File: config.mk
export PLATFORM = sky130hd
export DESIGN_NAME = timer_counter_pwm_unit_unit
export DESIGN_NICKNAME = d
export VERILOG_FILES = /design/src/rtl/timer_counter_pwm_unit_pkg.sv /design/src/rtl/timer_counter_pwm_unit_unit.sv /design/src/rtl/timer_counter_pwm_unit_dead.sv
export SDC_FILE = /design/constraint.sdc
export NUM_CORES = 1
export LEC_CHECK = 0
export BUFFER_PORTS_ARGS = -buffer_cell sky130_fd_sc_hd__clkbuf_2
export CAP_MARGIN = 20
export CORE_ASPECT_RATIO = 1.5
export CORE_MARGIN = 5
export CORE_UTILIZATION = 40
export CTS_BUF_LIST = sky130_fd_sc_hd__clkbuf_2
export DETAILED_ROUTE_END_ITERATION = 12
export MAX_ROUTING_LAYER = met4
export PLACE_DENSITY = 0.55
export SYNTH_ARGS = -nofsm -noshare
export SYNTH_HDL_FRONTEND = slang
export SYNTH_SLANG_ARGS = --single-unit
export TNS_END_PERCENT = 5
File: constraint.sdc
create_clock -name i_ref_clk -period 2.5 [get_ports i_ref_clk]
set_input_delay 0.25 -clock i_ref_clk [delete_from_list [all_inputs] [get_ports i_ref_clk]]
set_output_delay 0.25 -clock i_ref_clk [all_outputs]
set_load 0.02 [all_outputs]
File: src/rtl/timer_counter_pwm_unit_pkg.sv
/*
 * Package for the timer, counter and PWM unit: register offsets, field positions,
 * reset values and the AXI4-Lite response codes.
 * Assumes a 32-bit AXI4-Lite register bus with word-aligned registers.
 */
package timer_counter_pwm_unit_pkg;
	localparam int TCP_CNT_W = 16;
	localparam int TCP_AW = 8;
	// Register byte offsets.
	localparam logic [7:0] TCP_CTRL_OFS = 8'h00;
	localparam logic [7:0] TCP_PERIOD_OFS = 8'h04;
	localparam logic [7:0] TCP_CMP0_OFS = 8'h08;
	localparam logic [7:0] TCP_CMP1_OFS = 8'h0C;
	localparam logic [7:0] TCP_DEAD_OFS = 8'h10;
	localparam logic [7:0] TCP_COUNT_OFS = 8'h14;
	localparam logic [7:0] TCP_CAPT_OFS = 8'h18;
	localparam logic [7:0] TCP_STAT_OFS = 8'h1C;
	localparam logic [7:0] TCP_MASK_OFS = 8'h20;
	// Control register fields.
	localparam int TCP_CTRL_EN = 0;
	localparam int TCP_CTRL_ONESHOT = 1;
	localparam int TCP_CTRL_KILL_LVL = 2;
	localparam int TCP_CTRL_KILL_LVL_N = 3;
	localparam int TCP_CTRL_CAPT_EN = 4;
	localparam int TCP_CTRL_START = 5;
	// Status bits.
	localparam int TCP_ST_TC = 0;
	localparam int TCP_ST_CMP = 1;
	localparam int TCP_ST_CAPT = 2;
	localparam int TCP_ST_KILL = 3;
	localparam int TCP_ST_W = 4;
	// Reset values.
	localparam logic [5:0] TCP_CTRL_RST = 6'h00;
	localparam logic [15:0] TCP_PERIOD_RST = 16'hFFFF;
	localparam logic [15:0] TCP_ZERO16 = 16'h0000;
	localparam logic [7:0] TCP_DEAD_RST = 8'h00;
	// AXI responses.
	localparam logic [1:0] TCP_RESP_OKAY = 2'b00;
	localparam logic [1:0] TCP_RESP_SLVERR = 2'b10;
endpackage

File: src/rtl/timer_counter_pwm_unit_unit.sv
/*
 * Timer, counter and PWM unit with an AXI4-Lite register slave, capture input,
 * dead-band complementary outputs, kill override and one masked interrupt.
 * Assumes the capture and kill pins are asynchronous to i_ref_clk.
 */
`timescale 1ns/100ps
// Notes on behaviour
// [RL1] 16-bit counter, period set by software.
// [RL2] Capture event copies counter into capture register.
// [RL3] At period, halt or reload per configuration.
// [RL4] Compare values set the PWM duty cycle.
// [RL5] True and complement outputs with dead-band.
// [RL6] Kill forces outputs to configured state.
// [RL7] Kill acts in hardware, no software.
// [RL8] Flags for terminal count, compare, capture.
module timer_counter_pwm_unit_unit
	import timer_counter_pwm_unit_pkg::*;
(
	input wire logic i_ref_clk,
	input wire logic i_resetn,
	input wire logic i_ce,
	input wire logic i_capture,
	input wire logic i_kill,
	input wire logic [7:0] i_awaddr,
	input wire logic i_awvalid,
	output logic o_awready,
	input wire logic [31:0] i_wdata,
	input wire logic [3:0] i_wstrb,
	input wire logic i_wvalid,
	output logic o_wready,
	output logic [1:0] o_bresp,
	output logic o_bvalid,
	input wire logic i_bready,
	input wire logic [7:0] i_araddr,
	input wire logic i_arvalid,
	output logic o_arready,
	output logic [31:0] o_rdata,
	output logic [1:0] o_rresp,
	output logic o_rvalid,
	input wire logic i_rready,
	output logic o_pwm,
	output logic o_pwm_n,
	output logic o_irq
);
	typedef struct packed {
		logic [5:0] ctrl;
		logic [15:0] period;
		logic [15:0] cmp0;
		logic [15:0] cmp1;
		logic [7:0] dead;
		logic [15:0] count;
		logic [15:0] capt;
		logic [TCP_ST_W-1:0] stat;
		logic [TCP_ST_W-1:0] mask;
		logic [2:0] cap_sync;
		logic [2:0] kill_sync;
		logic cap_lvl;
		logic kill_lvl;
		logic running;
		logic pwm;
		logic aw_held;
		logic [7:0] aw_addr;
		logic w_held;
		logic [31:0] w_data;
		logic [3:0] w_strb;
		logic bvalid;
		logic [1:0] bresp;
		logic rvalid;
		logic [31:0] rdata;
		logic [1:0] rresp;
		logic out_t;
		logic out_c;
		logic irq;
		logic aw_rdy;
		logic w_rdy;
		logic ar_rdy;
	} timer_counter_pwm_unit_unit_t;

	timer_counter_pwm_unit_unit_t r;
	timer_counter_pwm_unit_unit_t next_r;
	logic dead_true;
	logic dead_comp;

	// Dead-band stage sits between the compare level and the output override.
	timer_counter_pwm_unit_dead u_dead (
		.i_ref_clk(i_ref_clk),
		.i_resetn(i_resetn),
		.i_ce(i_ce),
		.i_pwm(r.pwm),
		.i_dead(r.dead),
		.o_true(dead_true),
		.o_comp(dead_comp)
	);

	// Merges a write with byte strobes into a 16-bit register.
	function automatic logic [15:0] tcp_merge16(input logic [15:0] old, input logic [31:0] d,
		input logic [3:0] s);
		logic [15:0] v;
		v = old;
		if (s[0]) begin
			v[7:0] = d[7:0];
		end
		if (s[1]) begin
			v[15:8] = d[15:8];
		end
		return v;
	endfunction

	// All behaviour except the dead-band: synchronisers, counter, compare, kill override, bus slave, flags.
	always_comb begin
		logic cap_evt;
		logic tc_evt;
		logic cmp_evt;
		logic kill_evt;
		logic do_wr;
		logic do_rd;
		logic wr_ok;
		logic clr_stat;
		logic [TCP_ST_W-1:0] set_stat;
		cap_evt = 1'b0;
		tc_evt = 1'b0;
		cmp_evt = 1'b0;
		kill_evt = 1'b0;
		do_wr = 1'b0;
		do_rd = 1'b0;
		wr_ok = 1'b1;
		clr_stat = 1'b0;
		set_stat = '0;
		next_r = r;
		next_r.ctrl[TCP_CTRL_START] = 1'b0;

		// Three-stage synchronisers; a change counts once stages two and three agree.
		next_r.cap_sync = {r.cap_sync[1:0], i_capture};
		next_r.kill_sync = {r.kill_sync[1:0], i_kill};
		if (r.cap_sync[1] == r.cap_sync[2]) begin
			next_r.cap_lvl = r.cap_sync[2];
		end
		if (r.kill_sync[1] == r.kill_sync[2]) begin
			next_r.kill_lvl = r.kill_sync[2];
		end
		cap_evt = next_r.cap_lvl & ~r.cap_lvl & r.ctrl[TCP_CTRL_CAPT_EN];
		kill_evt = next_r.kill_lvl & ~r.kill_lvl;

		// Capture takes the counter as it stands in the event cycle.
		if (cap_evt) begin
			next_r.capt = r.count; // see [RL2]
		end

		// Counter: clear when disabled, restart on a start pulse, wrap or halt at period.
		// A start pulse while already running is ignored, so a stray write of the start bit
		// cannot shorten a period that the power stage is already using.
		if (!r.ctrl[TCP_CTRL_EN]) begin
			next_r.count = TCP_ZERO16;
			next_r.running = 1'b0;
		end else begin
			if (r.ctrl[TCP_CTRL_START] && !r.running) begin
				next_r.running = 1'b1;
				next_r.count = TCP_ZERO16;
			end else if (r.running) begin
				if (r.count == r.period) begin
					tc_evt = 1'b1;
					next_r.count = TCP_ZERO16; // see [RL3]
					if (r.ctrl[TCP_CTRL_ONESHOT]) begin
						next_r.running = 1'b0; // see [RL3]
						next_r.count = r.count;
					end
				end else begin
					next_r.count = r.count + 16'h0001; // see [RL1]
				end
			end
		end

		// PWM is high from compare 0 up to but not including compare 1.
		if (r.running && r.count == r.cmp0) begin
			next_r.pwm = 1'b1; // see [RL4]
			cmp_evt = 1'b1;
		end else if (r.count == r.cmp1 || !r.running) begin
			next_r.pwm = 1'b0; // see [RL4]
		end
		if (r.running && r.count == r.cmp1) begin
			cmp_evt = 1'b1;
		end

		// Kill overrides the outputs straight from the synchronised pin, no software path.
		// The cost is a few cycles of synchroniser latency, traded for immunity to
		// metastability on a pin that may come straight from an analog comparator.
		if (next_r.kill_lvl) begin
			next_r.out_t = r.ctrl[TCP_CTRL_KILL_LVL]; // see [RL6] [RL7]
			next_r.out_c = r.ctrl[TCP_CTRL_KILL_LVL_N]; // see [RL6] [RL7]
		end else begin
			next_r.out_t = dead_true; // see [RL5]
			next_r.out_c = dead_comp; // see [RL5]
		end

		// Write channel: address and data are held independently, response follows both.
		// A write to a read-only register is accepted and dropped; only unmapped places
		// answer with an error, so software probing the map can tell the two apart.
		if (i_awvalid && !r.aw_held) begin
			next_r.aw_held = 1'b1;
			next_r.aw_addr = i_awaddr;
		end
		if (i_wvalid && !r.w_held) begin
			next_r.w_held = 1'b1;
			next_r.w_data = i_wdata;
			next_r.w_strb = i_wstrb;
		end
		if (r.bvalid && i_bready) begin
			next_r.bvalid = 1'b0;
		end
		do_wr = r.aw_held && r.w_held && !r.bvalid;
		if (do_wr) begin
			next_r.aw_held = 1'b0;
			next_r.w_held = 1'b0;
			next_r.bvalid = 1'b1;
			case (r.aw_addr)
				TCP_CTRL_OFS: begin
					if (r.w_strb[0]) begin
						next_r.ctrl = r.w_data[5:0];
					end
				end
				TCP_PERIOD_OFS: next_r.period = tcp_merge16(r.period, r.w_data, r.w_strb);
				TCP_CMP0_OFS: next_r.cmp0 = tcp_merge16(r.cmp0, r.w_data, r.w_strb);
				TCP_CMP1_OFS: next_r.cmp1 = tcp_merge16(r.cmp1, r.w_data, r.w_strb);
				TCP_DEAD_OFS: begin
					if (r.w_strb[0]) begin
						next_r.dead = r.w_data[7:0];
					end
				end
				TCP_MASK_OFS: begin
					if (r.w_strb[0]) begin
						next_r.mask = r.w_data[TCP_ST_W-1:0];
					end
				end
				TCP_COUNT_OFS, TCP_CAPT_OFS, TCP_STAT_OFS: wr_ok = 1'b1;
				default: wr_ok = 1'b0;
			endcase
			next_r.bresp = wr_ok ? TCP_RESP_OKAY : TCP_RESP_SLVERR;
		end

		// Read channel: one-cycle accept, data registered, held until rready.
		if (r.rvalid && i_rready) begin
			next_r.rvalid = 1'b0;
		end
		do_rd = i_arvalid && !r.rvalid;
		if (do_rd) begin
			next_r.rvalid = 1'b1;
			next_r.rresp = TCP_RESP_OKAY;
			next_r.rdata = '0;
			case (i_araddr)
				TCP_CTRL_OFS: next_r.rdata[5:0] = r.ctrl;
				TCP_PERIOD_OFS: next_r.rdata[15:0] = r.period;
				TCP_CMP0_OFS: next_r.rdata[15:0] = r.cmp0;
				TCP_CMP1_OFS: next_r.rdata[15:0] = r.cmp1;
				TCP_DEAD_OFS: next_r.rdata[7:0] = r.dead;
				TCP_COUNT_OFS: next_r.rdata[15:0] = r.count;
				TCP_CAPT_OFS: next_r.rdata[15:0] = r.capt;
				TCP_STAT_OFS: begin
					next_r.rdata[TCP_ST_W-1:0] = r.stat;
					clr_stat = 1'b1;
				end
				TCP_MASK_OFS: next_r.rdata[TCP_ST_W-1:0] = r.mask;
				default: next_r.rresp = TCP_RESP_SLVERR;
			endcase
		end

		// Sticky flags: a read clears them, but an event in that same cycle survives.
		set_stat[TCP_ST_TC] = tc_evt; // see [RL8]
		set_stat[TCP_ST_CMP] = cmp_evt; // see [RL8]
		set_stat[TCP_ST_CAPT] = cap_evt; // see [RL8]
		set_stat[TCP_ST_KILL] = kill_evt;
		next_r.stat = (clr_stat ? '0 : r.stat) | set_stat;
		next_r.irq = |(next_r.stat & r.mask);

		// Readies are registered copies of the next holding state, so they match it exactly.
		next_r.aw_rdy = ~next_r.aw_held;
		next_r.w_rdy = ~next_r.w_held;
		next_r.ar_rdy = ~next_r.rvalid;
	end

	always_ff @(posedge i_ref_clk or negedge i_resetn) begin
		if (!i_resetn) begin
			r <= '0;
			r.ctrl <= TCP_CTRL_RST;
			r.period <= TCP_PERIOD_RST;
			r.dead <= TCP_DEAD_RST;
			r.aw_rdy <= 1'b1;
			r.w_rdy <= 1'b1;
			r.ar_rdy <= 1'b1;
		end else if (i_ce) begin
			r <= next_r;
		end
	end

	// Every output is a flop of its own; no gate sits between a register and a pin,
	// so the bus master sees no combinational path from its own requests.
	assign o_awready = r.aw_rdy;
	assign o_wready = r.w_rdy;
	assign o_bvalid = r.bvalid;
	assign o_bresp = r.bresp;
	assign o_arready = r.ar_rdy;
	assign o_rvalid = r.rvalid;
	assign o_rdata = r.rdata;
	assign o_rresp = r.rresp;
	assign o_pwm = r.out_t;
	assign o_pwm_n = r.out_c;
	assign o_irq = r.irq;
endmodule

File: src/rtl/timer_counter_pwm_unit_dead.sv
/*
 * Dead-band generator: produces true and complementary drives from one PWM level,
 * delaying each rising edge by a programmable number of cycles.
 * Assumes a single clock shared with the main unit and a clock enable.
 */
`timescale 1ns/100ps
module timer_counter_pwm_unit_dead
	import timer_counter_pwm_unit_pkg::*;
(
	input wire logic i_ref_clk,
	input wire logic i_resetn,
	input wire logic i_ce,
	input wire logic i_pwm,
	input wire logic [7:0] i_dead,
	output logic o_true,
	output logic o_comp
);
	typedef struct packed {
		logic last;
		logic [7:0] cnt;
		logic tr;
		logic cp;
	} timer_counter_pwm_unit_dead_t;

	timer_counter_pwm_unit_dead_t r;
	timer_counter_pwm_unit_dead_t next_r;

	// Every PWM edge restarts the gap; the newly active side waits for the count to run out.
	always_comb begin
		next_r = r;
		next_r.last = i_pwm;
		if (i_pwm != r.last) begin
			next_r.cnt = i_dead;
			next_r.tr = 1'b0;
			next_r.cp = 1'b0;
		end else if (r.cnt != 8'h00) begin
			next_r.cnt = r.cnt - 8'h01;
		end else begin
			next_r.tr = i_pwm; // see [RL5]
			next_r.cp = ~i_pwm; // see [RL5]
		end
	end

	always_ff @(posedge i_ref_clk or negedge i_resetn) begin
		if (!i_resetn) begin
			r <= '0;
		end else if (i_ce) begin
			r <= next_r;
		end
	end

	assign o_true = r.tr;
	assign o_comp = r.cp;
endmodule

==> key figures <==
Setup path
  • CP arrival: 2.94 ns
  • RR Endpoint: r[124]$_DFFE_PN0P_
  • Startpoint types: flip-flop
  • Worst-path cell chain: xnor2_1, nand4_1, nor4_4, nor2_1, buf_4, mux2_2
  • CP max stage cell: dfstp_2
  • Setup CP Type: flip-flop to flip-flop
  • Worst Setup SP: r[190]$_DFFE_PN1P_
  • Data required, critical path: 3.22 ns
  • CP Max Fanout: 9
  • Reg2Reg Depth: 6
  • Flop-to-flop setup slack: 0.28 ns
  • Launching point of the worst reg2reg path: r[190]$_DFFE_PN1P_
  • CP endpoint kind: flip-flop
  • Slowest stage delay, CP: 0.64 ns
  • Critical path endpoint: r[124]$_DFFE_PN0P_

Power
  • VDD IR-drop max: 0.454 mV
  • Leak: 4.81 nW
  • Pwr dens: 677 mW/mm²
  • Total power: 7.04 mW

Synthesis
  • Synthesis Warnings: 0
  • Sequential fraction of the synthesis area: 49.0%
  • #FFs+latches synth: 177
  • Post-synth EDFFs: 0
  • Synth unique cells: 65
  • Mean Syn Cell Area: 11.2 µm²
  • Yosys top cell area share: 43.6%
  • Fraction of registers with async set/reset: 100%
  • Mapped cell area: 0.00908 mm²
  • Synth area leaders: dfrtp_1 44%, mux2_2 16%, dfstp_2 5.5%, xnor2_1 3.2%, o21ai_0 3.1%
  • Ys flop type: dfrtp_1
  • Yosys top cell by area: dfrtp_1
  • Cells after Synth: 811

Layout
  • P&R area growth vs syn: 14.5%
  • Most frequent cells in the layout: 158 x dfrtp_1, 127 x mux2_2, 85 x clkbuf_2
  • FILL cells: 2,133
  • Register area: 0.00445 mm²
  • Most common cell after layout, fill and taps aside: dfrtp_1
  • Nets: 985
  • Finished Cell Area: 0.0104 mm²
  • Core Util, Final: 46.4%
  • Area occupied by multi-input gates: 0.00416 mm²
  • Post-layout instance count excluding filler cells: 1,209
  • Share of layout cells above drive strength 1: 32.9%

Routing
  • Mean routed wirelength per cell: 19.8 µm
  • Final ANT Viol Nets: 0
  • Drt total wl: 23.9 mm
  • Drt pass-1 iters: 4
  • Drt via density: 5.38
  • Vias: 6,500
  • DRC Markers: 0
  • First DRT Iteration DRCs: 354

Placed design
  • DP Area: 0.00971 mm²
  • Inst Count DP: 1,132
  • IO Port Bufs: 69
  • DP Worst Slack: 0.291 ns
  • DP Wirelength: 17.5 mm
  • GP Congestion: 0.863

Global routing
  • Vias in the first global route: 6,899
  • Total grt overflow: 0
  • Largest net degree at the start of global routing: 41
  • First-pass GRT wire length: 38.5 mm
  • Tot GR Track Use: 19.7%
  • Initial antenna violation count: 1

STA
  • Slew headroom: 56.8%
  • Final hold viol count: 0
  • TNS Setup: 0 ns
  • RSZ-0062 raised after global routing: no
  • Least-Margin Pin Slew: 0.646 ns
  • Tmin final: 2.22 ns
  • Clock skew after layout: 0.0471 ns
  • Max Clk Rate: 450 MHz
  • Final worst slack: 0.280 ns
  • Part of the cycle the worst path needs: 88.8%
  • Setup Viol. Count Final: 0
  • Hold Slack: 0.107 ns
  • Final Max Tran Viols: 0

Clocking
  • CTS Buf Count: 17
  • CTS root buffer: clkbuf_2
  • Longest Clk Path Bufs: 2
  • Clk_lat worst skew: 0.81 ns
  • # clock sinks: 177
  • Clock-pin slew of the registers on the worst-case setup and hold paths: 0.28 ns
  • Post-CTS setup buffer count: 0
  • H-tree depth: 4
  • TritonCTS clock tree: built

Die
  • Die Y: 195 µm
  • Ports: 106
  • Die width: 133 µm
  • Starting Density: 40.6%
  • Row count: 67
  • Die Footprint: 0.0259 mm²
  • Std-Cell Core Area: 0.0224 mm²

Flow run
  • Max_cap viols: 0

Min path
  • Hold Crit Class: input port to flip-flop

Run status
  • Status: finished, final reports clean
[cell usage after synthesis (all sizes together), types with 3 or more instances]
cell      n
clkbuf   17
a22oi    18
nand3b    5
o21ai    59
mux4      3
mux2i     7
xor2     17
inv      12
dfstp    19
a21oi    29
nor2b     4
nand2    56
mux2    127
and2      5
nand4    13
nor2     41
and3     11
nor3     17
or4       3
a32oi     3
buf      66
ha        5
a22o     13
a21o      5
nand3    10
dfrtp   158
xnor2    33
a221oi   12
nand2b    3
or3       3
nor4     12
[cell families (layout without fill, tap and decap cells)]
family	Yosys count	after routing	synth area share, %
other cells	1	20	0.0413
mux	137	137	17.3
compound gates	155	155	11.0
flops	177	177	49.0
fa+ha+maj	6	6	0.799
simple gates	190	190	11.2
xor+xnor	50	50	4.82
buf+inv	95	198	5.83
[registers in the layout, indices dropped and copies added, names as in the netlist, 4 cells and up]
register / flops
r: 136
o_rdata: 16
u_dead.r: 9
next_r: 4
[metal layers]
metal | part of all wire (%) | track usage [%] | wire, µm | vias to the layer above
met5 | 0 | - | 0 | -
met4 | 3.9 | 8.28 | 943 | 0
met3 | 3.0 | 3.44 | 725 | 48
met2 | 53 | 34.9 | 12800 | 138
met1 | 40 | 21.6 | 9470 | 3237
li1 | - | - | - | 3077
[power by group]
part           leakage, nW  internal [mW]  switching, mW
Sequential            2.28           3.36          0.569
Clock                0.131          0.391           1.12
Combinational         2.40          0.802          0.795
[cell type report]
class | instances | area share, %
Multi-Input combinational cell | 556 | 40.0
Clock inverter | 15 | 1.44
Timing Repair Buffer | 154 | 11.1
Sequential cell | 177 | 42.8
Tap cell | 276 | 3.32
Antenna cell | 2 | 0.0481
Inverter | 12 | 0.433
Clock buffer | 17 | 0.818
[worst min-delay path by stage]
stage,from,slack (ns),to,depth (start not counted)
6_report,i_araddr[0],0.11,o_rdata[4]$_DFFE_PN0P_,5
3_3_place_gp,i_resetn,0.36,next_r[95]$_DFFE_PN0P_,1
5_1_grt,i_araddr[0],0.03,o_rdata[4]$_DFFE_PN0P_,5
2_1_floorplan,i_resetn,-0.05,next_r[95]$_DFFE_PN0P_,0
4_1_cts,i_araddr[0],0.01,o_rdata[4]$_DFFE_PN0P_,5
3_5_place_dp,i_resetn,0.36,next_r[95]$_DFFE_PN0P_,1
[critical path, delay by kind of cell (launching register included)]
| kind | cells | cell delay (ns) |
|---|---|---|
| buf+inv | 1 | 0.23 |
| mux | 1 | 0.25 |
| flops | 1 | 0.64 |
| simple gates | 3 | 0.88 |
| xor+xnor | 1 | 0.13 |
[repair_timing]
action	in CTS	in global routing
endpoints found under the hold margin	214	0
resized for setup	0	0
hold buffers	43	0
Power figures use the tool's default switching activity.
